<file path="src/common/vkl_pkg.sv">
/*
  Constants, register map and enumerations for the video keyer layer.
  Assumes one 100 MHz clock and an Avalon-MM slave with 32-bit data.
*/
package vkl_pkg;
  // ----------------------------------------
  // Widths and ranges
  // ----------------------------------------
  localparam int unsigned VW = 10;
  localparam logic [9:0] KEY_BLACK = 10'h040;
  localparam logic [9:0] KEY_WHITE = 10'h3ac;
  localparam logic [9:0] KEY_SPAN  = 10'h36c;
  localparam logic [9:0] TRANS_MAX = 10'h200;
  localparam logic [9:0] RATE_MIN  = 10'h001;
  localparam logic [9:0] RATE_MAX  = 10'h3e7;
  localparam logic [11:0] HRES     = 12'h780;
  localparam logic [11:0] VRES     = 12'h438;
  localparam logic [9:0] MIX_FULL  = 10'h200;
  localparam int unsigned MIX_SH   = 9;
  localparam int unsigned NPAIR    = 3;
  localparam logic [15:0] MEM_CAP  = 16'h1000;
  // ----------------------------------------
  // Register offsets (byte addresses)
  // ----------------------------------------
  localparam logic [5:0] A_CTRL   = 6'h00;
  localparam logic [5:0] A_CMD    = 6'h04;
  localparam logic [5:0] A_SHAPE  = 6'h08;
  localparam logic [5:0] A_TRANS  = 6'h0c;
  localparam logic [5:0] A_RATE   = 6'h10;
  localparam logic [5:0] A_POS    = 6'h14;
  localparam logic [5:0] A_IMG    = 6'h18;
  localparam logic [5:0] A_STAT   = 6'h1c;
  localparam logic [5:0] A_ANIM   = 6'h20;
  // ----------------------------------------
  // Command codes written to A_CMD
  // ----------------------------------------
  localparam logic [4:0] C_CUT_TGL  = 5'h01;
  localparam logic [4:0] C_CUT_UP   = 5'h02;
  localparam logic [4:0] C_CUT_DN   = 5'h03;
  localparam logic [4:0] C_FADE_TGL = 5'h04;
  localparam logic [4:0] C_FADE_UP  = 5'h05;
  localparam logic [4:0] C_FADE_DN  = 5'h06;
  localparam logic [4:0] C_SEL1     = 5'h07;
  localparam logic [4:0] C_SEL2     = 5'h08;
  localparam logic [4:0] C_SEL3     = 5'h09;
  localparam logic [4:0] C_UNLOAD   = 5'h0a;
  localparam logic [4:0] C_SAVE     = 5'h0b;
  localparam logic [4:0] C_LOAD     = 5'h0c;
  localparam logic [4:0] C_PLAY     = 5'h0d;
  localparam logic [4:0] C_RESTART  = 5'h0e;
  localparam logic [4:0] C_STOP     = 5'h0f;
  localparam logic [4:0] C_STOP_NOW = 5'h10;
  // ----------------------------------------
  // Control field positions in A_CTRL
  // ----------------------------------------
  localparam int unsigned F_SRC  = 0;
  localparam int unsigned F_FULL = 2;
  localparam int unsigned F_INV  = 3;
  localparam int unsigned F_MASK = 4;
  localparam int unsigned F_CUTL = 5;
  // Key sources
  localparam logic [1:0] SRC_NONE = 2'h0;
  localparam logic [1:0] SRC_SELF = 2'h1;
  localparam logic [1:0] SRC_SEP  = 2'h2;
  localparam logic [5:0] CTRL_RST = 6'h05;
  typedef enum logic [1:0] {
    FD_IDLE = 2'b00,
    FD_UP   = 2'b01,
    FD_DOWN = 2'b10
  } vkl_fade_t;
  typedef enum logic [1:0] {
    LD_IDLE  = 2'b00,
    LD_CLEAN = 2'b01,
    LD_CUT   = 2'b10
  } vkl_load_t;
endpackage

</file>
<file path="src/rtl/vkl_keyer_layer.sv">
/*
  Keyer layer: key shaping, fill/background mix, black cut and fade,
  input pair recall, image load control and animation transport.
  Assumes pixel streams synchronous to clk, a one-cycle vblank pulse
  per field, and a store that reports load done and frame counts.
*/
`timescale 1ns/1ns
// How it works
// RL1: Keys below clip level are forced to black.
// RL2: Key is amplified by gain, grey pushed toward white.
// RL3: Clip and gain accepted only from 64 to 940.
// RL4: Transparency 0..512 scales the maximum key level.
// RL5: Controller should program clip 64, gain 940, transparency 512.
// RL6: Cut toggle swaps output between black and picture instantly.
// RL7: Cut from black shows picture instantly.
// RL8: Cut to black shows black instantly.
// RL9: Fade toggle ramps in the needed direction over fade duration.
// RL10: Fade from black ramps picture up over fade duration.
// RL11: Fade to black ramps picture down over fade duration.
// RL12: Fade duration in fields, 1 to 999.
// RL13: Selecting a pair reloads its saved key parameters.
// RL14: Unload detaches the keyer input.
// RL15: Image position signed, within plus/minus resolution.
// RL16: Save stores key parameters, per pair when a pair is selected; with no pair selected the code stores nothing.
// RL17: Clean load clears store and hides image until loaded.
// RL18: Cut load shows old image until new one loaded, then cuts.
// RL19: Cut load fails when both images exceed memory capacity.
// RL20: Play resumes animation from the frame where it stopped.
// RL21: Restart plays from the first frame.
// RL22: Normal stop runs to final frame; immediate stop halts now.
// RL23: Cuts and fade starts take effect at vertical interval.
// RL24: Key from fill or separate key luma; none gives white.
// RL25: Inverted sense uses one minus the key.
// RL26: Full mixes fill*k + bg*(1-k); linear adds fill + bg*(1-k).
// RL27: Fade steps equally each field, ending at the field count.
// RL28: Shaping order clip, gain, transparency; 512 passes unchanged.
module vkl_keyer_layer (
  input  wire logic        clk,
  input  wire logic        rst_n,
  input  wire logic [5:0]  avs_address,
  input  wire logic        avs_read,
  input  wire logic        avs_write,
  input  wire logic [31:0] avs_writedata,
  output logic [31:0]      avs_readdata,
  output logic             avs_waitrequest,
  input  wire logic        vblank,
  input  wire logic [9:0]  fill_y,
  input  wire logic [9:0]  key_y,
  input  wire logic [9:0]  bg_y,
  input  wire logic        load_done,
  input  wire logic [15:0] new_img_size,
  input  wire logic [15:0] anim_last,
  output logic [9:0]       out_y,
  output logic             store_clear,
  output logic             store_load,
  output logic             show_new,
  output logic [1:0]       input_sel,
  output logic [15:0]      anim_frame
);
  // ----------------------------------------
  // Registers
  // ----------------------------------------
  logic [5:0]  ctrl_q;
  logic [9:0]  clip_q, gain_q, trans_q, rate_q;
  logic [11:0] hpos_q, vpos_q;
  logic [15:0] res_size_q;
  logic [1:0]  sel_q;
  localparam int NPAIR_I = vkl_pkg::NPAIR;
  logic [5:0]  pair_ctrl_q [NPAIR_I];
  logic [9:0]  pair_clip_q [NPAIR_I];
  logic [9:0]  pair_gain_q [NPAIR_I];
  logic [9:0]  pair_trans_q [NPAIR_I];
  logic        up_q, load_fail_q, playing_q, stop_end_q, ack_q;
  logic [4:0]  pend_q;
  logic [9:0]  mix_q, fld_q;
  logic [19:0] step_acc;
  vkl_pkg::vkl_fade_t fade_q;
  vkl_pkg::vkl_load_t load_q;
  logic        wr, cmd;
  logic [4:0]  code;
  // Write lands on the edge where waitrequest is seen low
  assign wr   = avs_write && ack_q;
  assign cmd  = wr && avs_address == vkl_pkg::A_CMD;
  assign code = avs_writedata[4:0];
  // ----------------------------------------
  // Bus slave: one wait cycle per access
  // ----------------------------------------
  always_ff @(posedge clk or negedge rst_n) begin
    if (!rst_n) begin
      ack_q <= 1'b0;
    end else begin
      ack_q <= (avs_read || avs_write) && !ack_q;
    end
  end
  always_ff @(posedge clk or negedge rst_n) begin
    if (!rst_n) begin
      avs_waitrequest <= 1'b1;
    end else begin
      avs_waitrequest <= !((avs_read || avs_write) && !ack_q);
    end
  end
  always_ff @(posedge clk or negedge rst_n) begin
    if (!rst_n) begin
      avs_readdata <= 32'h0;
    end else if (avs_read && !ack_q) begin
      case (avs_address)
        vkl_pkg::A_CTRL:  avs_readdata <= {26'h0, ctrl_q};
        vkl_pkg::A_SHAPE: avs_readdata <= {6'h0, gain_q, 6'h0, clip_q};
        vkl_pkg::A_TRANS: avs_readdata <= {22'h0, trans_q};
        vkl_pkg::A_RATE:  avs_readdata <= {22'h0, rate_q};
        vkl_pkg::A_POS:   avs_readdata <= {4'h0, vpos_q, 4'h0, hpos_q};
        vkl_pkg::A_STAT:  avs_readdata <= {12'h0, mix_q, 2'h0, sel_q, load_q,
                                           load_fail_q, up_q, fade_q};
        vkl_pkg::A_ANIM:  avs_readdata <= {14'h0, stop_end_q, playing_q, anim_frame};
        default:          avs_readdata <= 32'h0;
      endcase
    end
  end
  // ----------------------------------------
  // Parameter registers and pair recall
  // ----------------------------------------
  function automatic logic in_range(input logic [9:0] v);
    in_range = v >= vkl_pkg::KEY_BLACK && v <= vkl_pkg::KEY_WHITE;
  endfunction
  function automatic logic pos_ok(input logic [11:0] v, input logic [11:0] lim);
    pos_ok = v[11] ? (12'(-v) <= lim) : (v <= lim);
  endfunction
  always_ff @(posedge clk or negedge rst_n) begin
    if (!rst_n) begin
      ctrl_q  <= vkl_pkg::CTRL_RST;
      clip_q  <= vkl_pkg::KEY_BLACK;
      gain_q  <= vkl_pkg::KEY_WHITE;
      trans_q <= vkl_pkg::TRANS_MAX;
      rate_q  <= vkl_pkg::RATE_MIN;
      hpos_q  <= 12'h0;
      vpos_q  <= 12'h0;
      sel_q   <= 2'h0;
    end else if (cmd && (code == vkl_pkg::C_SEL1 || code == vkl_pkg::C_SEL2
                         || code == vkl_pkg::C_SEL3)) begin
      // RL13: pair recall
      sel_q   <= 2'(code - vkl_pkg::C_SEL1 + 5'h01);
      ctrl_q  <= pair_ctrl_q[2'(code - vkl_pkg::C_SEL1)];
      clip_q  <= pair_clip_q[2'(code - vkl_pkg::C_SEL1)];
      gain_q  <= pair_gain_q[2'(code - vkl_pkg::C_SEL1)];
      trans_q <= pair_trans_q[2'(code - vkl_pkg::C_SEL1)];
    end else if (cmd && code == vkl_pkg::C_UNLOAD) begin
      // RL14: detach input
      sel_q <= 2'h0;
    end else if (wr) begin
      case (avs_address)
        vkl_pkg::A_CTRL: ctrl_q <= avs_writedata[5:0];
        vkl_pkg::A_SHAPE: begin
          // RL3: range check
          if (in_range(avs_writedata[9:0])) clip_q <= avs_writedata[9:0];
          if (in_range(avs_writedata[25:16])) gain_q <= avs_writedata[25:16];
        end
        vkl_pkg::A_TRANS: begin
          // RL4: transparency range
          if (avs_writedata[9:0] <= vkl_pkg::TRANS_MAX) trans_q <= avs_writedata[9:0];
        end
        vkl_pkg::A_RATE: begin
          // RL12: duration range
          if (avs_writedata[9:0] >= vkl_pkg::RATE_MIN &&
              avs_writedata[9:0] <= vkl_pkg::RATE_MAX) rate_q <= avs_writedata[9:0];
        end
        vkl_pkg::A_POS: begin
          // RL15: position bounds
          if (pos_ok(avs_writedata[11:0], vkl_pkg::HRES)) hpos_q <= avs_writedata[11:0];
          if (pos_ok(avs_writedata[27:16], vkl_pkg::VRES)) vpos_q <= avs_writedata[27:16];
        end
        default: ;
      endcase
    end
  end
  // RL16: per-pair save
  genvar gi;
  generate
    for (gi = 0; gi < NPAIR_I; gi++) begin : g_pair
      always_ff @(posedge clk or negedge rst_n) begin
        if (!rst_n) begin
          pair_ctrl_q[gi]  <= vkl_pkg::CTRL_RST;
          pair_clip_q[gi]  <= vkl_pkg::KEY_BLACK;
          pair_gain_q[gi]  <= vkl_pkg::KEY_WHITE;
          pair_trans_q[gi] <= vkl_pkg::TRANS_MAX;
        end else if (cmd && code == vkl_pkg::C_SAVE && sel_q == 2'(gi + 1)) begin
          pair_ctrl_q[gi]  <= ctrl_q;
          pair_clip_q[gi]  <= clip_q;
          pair_gain_q[gi]  <= gain_q;
          pair_trans_q[gi] <= trans_q;
        end
      end
    end
  endgenerate
  // ----------------------------------------
  // Black cut and fade control
  // ----------------------------------------
  // RL23: commands wait for vblank
  always_ff @(posedge clk or negedge rst_n) begin
    if (!rst_n) begin
      pend_q <= 5'h0;
    end else if (cmd && code >= vkl_pkg::C_CUT_TGL && code <= vkl_pkg::C_FADE_DN) begin
      pend_q <= code;
    end else if (vblank) begin
      pend_q <= 5'h0;
    end
  end
  always_ff @(posedge clk or negedge rst_n) begin
    if (!rst_n) begin
      up_q   <= 1'b0;
      fade_q <= vkl_pkg::FD_IDLE;
      fld_q  <= 10'h0;
      mix_q  <= 10'h0;
    end else if (vblank) begin
      case (pend_q)
        // RL6: cut toggle
        vkl_pkg::C_CUT_TGL: begin
          up_q <= !up_q; mix_q <= up_q ? 10'h0 : vkl_pkg::MIX_FULL;
          fade_q <= vkl_pkg::FD_IDLE;
        end
        // RL7: cut up
        vkl_pkg::C_CUT_UP: begin
          up_q <= 1'b1; mix_q <= vkl_pkg::MIX_FULL; fade_q <= vkl_pkg::FD_IDLE;
        end
        // RL8: cut down
        vkl_pkg::C_CUT_DN: begin
          up_q <= 1'b0; mix_q <= 10'h0; fade_q <= vkl_pkg::FD_IDLE;
        end
        // RL9: fade toggle
        vkl_pkg::C_FADE_TGL: begin
          up_q <= !up_q; fld_q <= 10'h0;
          fade_q <= up_q ? vkl_pkg::FD_DOWN : vkl_pkg::FD_UP;
        end
        // RL10: fade up
        vkl_pkg::C_FADE_UP: begin
          up_q <= 1'b1; fld_q <= 10'h0; fade_q <= vkl_pkg::FD_UP;
        end
        // RL11: fade down
        vkl_pkg::C_FADE_DN: begin
          up_q <= 1'b0; fld_q <= 10'h0; fade_q <= vkl_pkg::FD_DOWN;
        end
        default: begin
          // RL27: linear step per field
          if (fade_q != vkl_pkg::FD_IDLE) begin
            fld_q <= fld_q + 10'h1;
            if (fld_q + 10'h1 >= rate_q) begin
              fade_q <= vkl_pkg::FD_IDLE;
              mix_q  <= (fade_q == vkl_pkg::FD_UP) ? vkl_pkg::MIX_FULL : 10'h0;
            end else begin
              mix_q <= (fade_q == vkl_pkg::FD_UP) ? 10'(step_acc / 20'(rate_q))
                       : 10'(vkl_pkg::MIX_FULL - 10'(step_acc / 20'(rate_q)));
            end
          end
        end
      endcase
    end
  end
  assign step_acc = 20'(fld_q + 10'h1) * 20'(vkl_pkg::MIX_FULL);
  // ----------------------------------------
  // Image load and animation
  // ----------------------------------------
  always_ff @(posedge clk or negedge rst_n) begin
    if (!rst_n) begin
      load_q <= vkl_pkg::LD_IDLE; load_fail_q <= 1'b0; res_size_q <= 16'h0;
      store_clear <= 1'b0; store_load <= 1'b0; show_new <= 1'b0;
    end else begin
      store_clear <= 1'b0;
      show_new    <= 1'b0;
      case (load_q)
        vkl_pkg::LD_IDLE: if (cmd && code == vkl_pkg::C_LOAD) begin
          if (ctrl_q[vkl_pkg::F_CUTL]) begin
            // RL19: capacity check
            if (17'(res_size_q) + 17'(new_img_size) > 17'(vkl_pkg::MEM_CAP)) begin
              load_fail_q <= 1'b1;
            end else begin
              load_fail_q <= 1'b0; store_load <= 1'b1; load_q <= vkl_pkg::LD_CUT;
            end
          end else begin
            // RL17: clear and start load in the same cycle
            load_fail_q <= 1'b0; store_clear <= 1'b1; store_load <= 1'b1;
            res_size_q <= 16'h0; load_q <= vkl_pkg::LD_CLEAN;
          end
        end
        vkl_pkg::LD_CLEAN, vkl_pkg::LD_CUT: if (load_done) begin
          // RL18: swap after load
          store_load <= 1'b0; show_new <= 1'b1;
          res_size_q <= new_img_size; load_q <= vkl_pkg::LD_IDLE;
        end
        default: load_q <= vkl_pkg::LD_IDLE;
      endcase
    end
  end
  always_ff @(posedge clk or negedge rst_n) begin
    if (!rst_n) begin
      playing_q <= 1'b0; stop_end_q <= 1'b0; anim_frame <= 16'h0;
    end else if (cmd && code == vkl_pkg::C_PLAY) begin
      // RL20: resume
      playing_q <= 1'b1; stop_end_q <= 1'b0;
    end else if (cmd && code == vkl_pkg::C_RESTART) begin
      // RL21: first frame
      playing_q <= 1'b1; stop_end_q <= 1'b0; anim_frame <= 16'h0;
    end else if (cmd && code == vkl_pkg::C_STOP_NOW) begin
      // RL22: immediate stop
      playing_q <= 1'b0;
    end else if (cmd && code == vkl_pkg::C_STOP) begin
      stop_end_q <= 1'b1;
    end else if (vblank && playing_q) begin
      // RL22: run to last frame
      if (anim_frame == anim_last) begin
        if (stop_end_q) playing_q <= 1'b0;
        else anim_frame <= 16'h0;
      end else begin
        anim_frame <= anim_frame + 16'h1;
      end
    end
  end
  // ----------------------------------------
  // Key shaping and mixing
  // ----------------------------------------
  logic [9:0]  k_raw, k_clip, k_gain, k_tr, k_fin;
  logic [20:0] g_prod;
  logic [19:0] t_prod;
  logic [19:0] f_part, b_part;
  logic [10:0] pic;
  always_comb begin
    // RL24: key source
    case (ctrl_q[vkl_pkg::F_SRC +: 2])
      vkl_pkg::SRC_SELF: k_raw = fill_y;
      vkl_pkg::SRC_SEP:  k_raw = key_y;
      default:           k_raw = vkl_pkg::KEY_WHITE;
    endcase
    // RL1: clip
    k_clip = (k_raw < clip_q) ? 10'h0 : 10'(k_raw - clip_q);
    // RL2: gain
    g_prod = 21'(k_clip) * 21'(gain_q) / 21'(vkl_pkg::KEY_SPAN);
    k_gain = (g_prod > 21'(vkl_pkg::MIX_FULL)) ? vkl_pkg::MIX_FULL : 10'(g_prod);
    // RL28: transparency normalised
    t_prod = 20'(k_gain) * 20'(trans_q);
    k_tr   = 10'(t_prod >> vkl_pkg::MIX_SH);
    // RL25: invert
    k_fin  = ctrl_q[vkl_pkg::F_INV] ? 10'(vkl_pkg::MIX_FULL - k_tr) : k_tr;
    if (sel_q == 2'h0) k_fin = 10'h0;
    // RL26: full or linear
    f_part = ctrl_q[vkl_pkg::F_FULL] ? 20'(fill_y) * 20'(k_fin)
             : (sel_q == 2'h0 ? 20'h0 : 20'(fill_y) << vkl_pkg::MIX_SH);
    b_part = 20'(bg_y) * 20'(10'(vkl_pkg::MIX_FULL - k_fin));
    pic    = 11'((f_part + b_part) >> vkl_pkg::MIX_SH);
    if (pic > 11'(vkl_pkg::KEY_WHITE)) pic = 11'(vkl_pkg::KEY_WHITE);
  end
  // RL6: output black or picture
  always_ff @(posedge clk or negedge rst_n) begin
    if (!rst_n) begin
      out_y <= vkl_pkg::KEY_BLACK;
    end else begin
      out_y <= 10'(((20'(pic) * 20'(mix_q)) + (20'(vkl_pkg::KEY_BLACK)
               * 20'(10'(vkl_pkg::MIX_FULL - mix_q)))) >> vkl_pkg::MIX_SH);
    end
  end
  assign input_sel = sel_q;
endmodule

</file>
<file path="config.mk">
export PLATFORM = sky130hd
export DESIGN_NAME = vkl_keyer_layer
export DESIGN_NICKNAME = d
export VERILOG_FILES = /design/src/common/vkl_pkg.sv /design/src/rtl/vkl_keyer_layer.sv
export SDC_FILE = /design/constraint.sdc
export NUM_CORES = 2
export LEC_CHECK = 0
export ABC_CLOCK_PERIOD_IN_PS = 131400
export BUFFER_PORTS_ARGS = -buffer_cell sky130_fd_sc_hd__clkbuf_2
export CORE_UTILIZATION = 54
export CTS_CLUSTER_SIZE = 10
export DETAILED_ROUTE_END_ITERATION = 8
export GPL_TIMING_DRIVEN = 1
export PLACE_DENSITY = 0.71
export SLEW_MARGIN = 20
export SYNTH_ARGS = -nofsm -noshare
export SYNTH_HDL_FRONTEND = slang
export SYNTH_SLANG_ARGS = --single-unit
</file>
<file path="constraint.sdc">
create_clock -name clk -period 131.4 [get_ports clk]
set_input_delay 6.57 -clock clk [delete_from_list [all_inputs] [get_ports clk]]
set_output_delay 6.57 -clock clk [all_outputs]
set_load 0.05 [all_outputs]
</file>
==> results by group <==
Outcome
  – Status: complete, no violations

Global routing
  – Vias in the first global route: approximately 37,000
  – Total track usage: ~28%
  – First-pass GRT wire length: ~190,000 um
  – Overflow after GRT: 0
  – Largest net degree at the start of global routing: 110
  – Initial antenna violation count: 1

STA
  – Final hold slack: 474 ps
  – Final Hold Vio Count: 0
  – Clock skew: 21.7 ps
  – TNS Setup: 0 ps
  – Final setup fails: 0
  – Fin crit period: between 50,000 and 60,000 ps
  – Rel. slew slack: 24.2%
  – Period utilization: 39.6%
  – Max Clk Rate: just under 0.02 GHz
  – Fin. max-slew vios: 0
  – RSZ-0062 raised after global routing: false
  – Worst Tran Pin Value: 1130 ps

Floorplanning
  – Row cnt: 104
  – Die ar.: 83,600 um^2
  – Number of I/O pins: 170
  – Initial core utilization: 54.9%
  – Placeable Area: 81,100 um^2
  – Die Span X: 289 um
  – Die Y: 289 um

Setup path
  – Worst Setup EP: mix_q[9]
  – Worst setup SP type: flip-flop
  – Worst R2R Path Depth: 223
  – Worst path slowest cell: a21oi_1
  – WS Path Type: flip-flop to flip-flop
  – CP startpoint: fld_q[0]
  – Critical Path Stages: 223
  – Data required, critical path: 131,830 ps
  – CP most frequent cell: o21a_1
  – Worst setup EP type: flip-flop
  – Reg-to-Reg Start: fld_q[0]
  – CP arrival: 52,410 ps
  – Largest stage delay, worst path: slightly below 800 ps
  – Crit Path Max Fanout: 22
  – Reg2reg end: mix_q[9]
  – Crit path max-delay family: compound AO/OA/AOI/OAI gates
  – Buf/Inv on CP: 3
  – Reg-to-reg setup timing slack: 79,420 ps

Logic synthesis
  – Synthesis Warnings: 0
  – Avg Synthesized Cell Area: 8.43 um^2
  – Top_reg_cell synth: dfrtp_1
  – Count of cell types in the netlist: 135
  – Synth Register Bits: 288
  – EDFF count, synth: 0
  – Sequential-to-total area share from yosys stat: 16.3%
  – FFs w/ async S/R, synth: 100%
  – Mapped cell area: 44,500 um^2
  – Post-Syn Instances: between 5,000 and 6,000

Routing
  – DRT Pass-1 Iters: 5
  – Vias post-DR: 38,400
  – Initial drt markers: around 2,500
  – DR WL/cell: 18.3 um
  – DR DRC count: 0
  – Routed Antenna Nets: 0
  – WL final: 117,000 um
  – Mean number of vias per cell: 6.01

Finish
  – Final Util: 58.4%
  – Reg area: ~7300 um^2
  – Share of post-route cells with drive strength above 1: between 10 and 15%
  – Most frequent cells in the layout: nand2_1, inv_1, ha_1, fa_1, nor2_1
  – Area of the multi-input gates: between 30,000 and 40,000 um^2
  – Fin nets: 6,209
  – Commonest non-fill, non-tap cell in the layout: nand2_1
  – Area grow syn2layout: 6.35%
  – N_diodes: 0
  – Filler cell count: 7,259

Clock tree
  – Skew-Pair Late Insertion Delay: 550 ps
  – Post-CTS sizing: 0
  – Max clock buf depth: 3
  – H-tree levels: 2
  – # clock sinks: 288
  – CTS Hold Bufs: 0
  – Post-CTS Setup Bufs: 0
  – CTS root buffer: clkbuf_16
  – CTS tree: yes
  – TritonCTS buffer count: 36
  – Worst-path clk slew: 60 ps

Placement
  – HPWL Detailed: 90,000 um
  – Placer Congestion: 0.918
  – # port buffers: approximately 160

Worst hold path
  – Worst hold path type: flip-flop to flip-flop

Job
  – Number of max-cap violations: 0
layer usage:
metal	vias up	global-route usage (%)	share of wire [%]
li1	18300	-	-
met1	18900	38.2	45
met2	1012	46.8	47
met3	166	3.65	5.6
met4	2	8.07	2.6
met5	-	0	0.0094
Yosys cell counts (17+ instances only):
library cell,count,area [um^2]
xor2_1,77,674
ha_1,454,5680
nor2_1,320,1200
nor4_1,28,175
or3_1,26,163
a31oi_1,24,150
dfstp_2,43,1130
a21oi_1,248,1240
a22o_1,17,149
buf_2,19,95.1
o21a_1,102,766
and3_1,57,357
a21o_1,113,848
xnor2_1,167,1460
nand2_1,615,2310
inv_1,522,1960
o22ai_1,19,119
fa_1,346,6930
o21ai_1,29,145
a22oi_1,24,180
clkbuf_1,190,713
nor3_1,105,526
nor2b_1,39,244
o31ai_1,64,480
nand4_1,42,263
and2_1,250,1560
o211ai_1,29,218
mux2_2,173,1950
dfrtp_1,245,6130
a211oi_1,32,240
o21bai_1,23,173
mux2i_1,85,851
nand3_1,95,475
o21ai_0,241,1210
or2_2,23,144
nand2b_1,65,407
registers in the layout, summed over array words and instances (netlist names), 2 cells and up:
name          flops
pair_clip_q      30
rate_q           10
pair_trans_q     30
avs_readdata     28
mix_q            10
load_q            2
gain_q           10
pend_q            5
hpos_q           12
vpos_q           12
trans_q          10
pair_gain_q      30
ctrl_q            6
anim_frame       16
input_sel         2
fade_q            2
clip_q           10
out_y            10
res_size_q       16
fld_q            10
pair_ctrl_q      18
worst min-delay path, cell delays in order (launching register included):
cell,delay [ps]
dfrtp_1,340
nand2_1,50
nand2_1,50
how the worst min path moves through the flow:
stage | start | to | depth (start not counted)
3_5_place_dp | res_size_q[15] | res_size_q[15] | 2
5_1_grt | res_size_q[9] | res_size_q[9] | 2
6_report | res_size_q[12] | res_size_q[12] | 2
4_1_cts | res_size_q[12] | res_size_q[12] | 2
3_3_place_gp | res_size_q[10] | res_size_q[10] | 2
2_1_floorplan | res_size_q[0] | res_size_q[0] | 2
stage by stage:
stage | setup slack (ps) | cells | instance area (um^2)
6_report | 79420 | 6390 | 47300
5_1_grt | 75520 | 6390 | 47300
4_1_cts | 79900 | 6390 | 47300
3_5_place_dp | 80280 | 6325 | 46200
3_3_place_gp | 80810 | 6325 | 46200
2_1_floorplan | 84120 | 5288 | 44600
logic make-up (layout without fill, tap and decap cells):
logic type | count (synthesis) | in the layout | share of synthesized area, %
adder cells (fa/ha/maj) | 803 | 803 | 28.4
buffers and inverters | 755 | 797 | 6.50
XOR/XNOR | 252 | 252 | 5.14
other | 2 | 12 | 0.0169
multiplexers | 263 | 263 | 6.48
AND/OR/NAND/NOR | 1743 | 1743 | 19.1
AO/OA/AOI/OAI | 1172 | 1172 | 18.1
flip-flops | 288 | 288 | 16.3
cell type report:
cell class | instances | share of cell area [%]
Clock buffer | 61 | 2.23
Clock inverter | 4 | 0.180
Inverter | 522 | 4.14
Multi-Input combinational cell | 4245 | 72.8
Sequential cell | 288 | 15.3
Tap cell | 1060 | 2.80
Timing Repair Buffer | 210 | 2.52
Power is not shown: default switching activity piles up to over one toggle a cycle in this logic, so the estimate is an artifact.
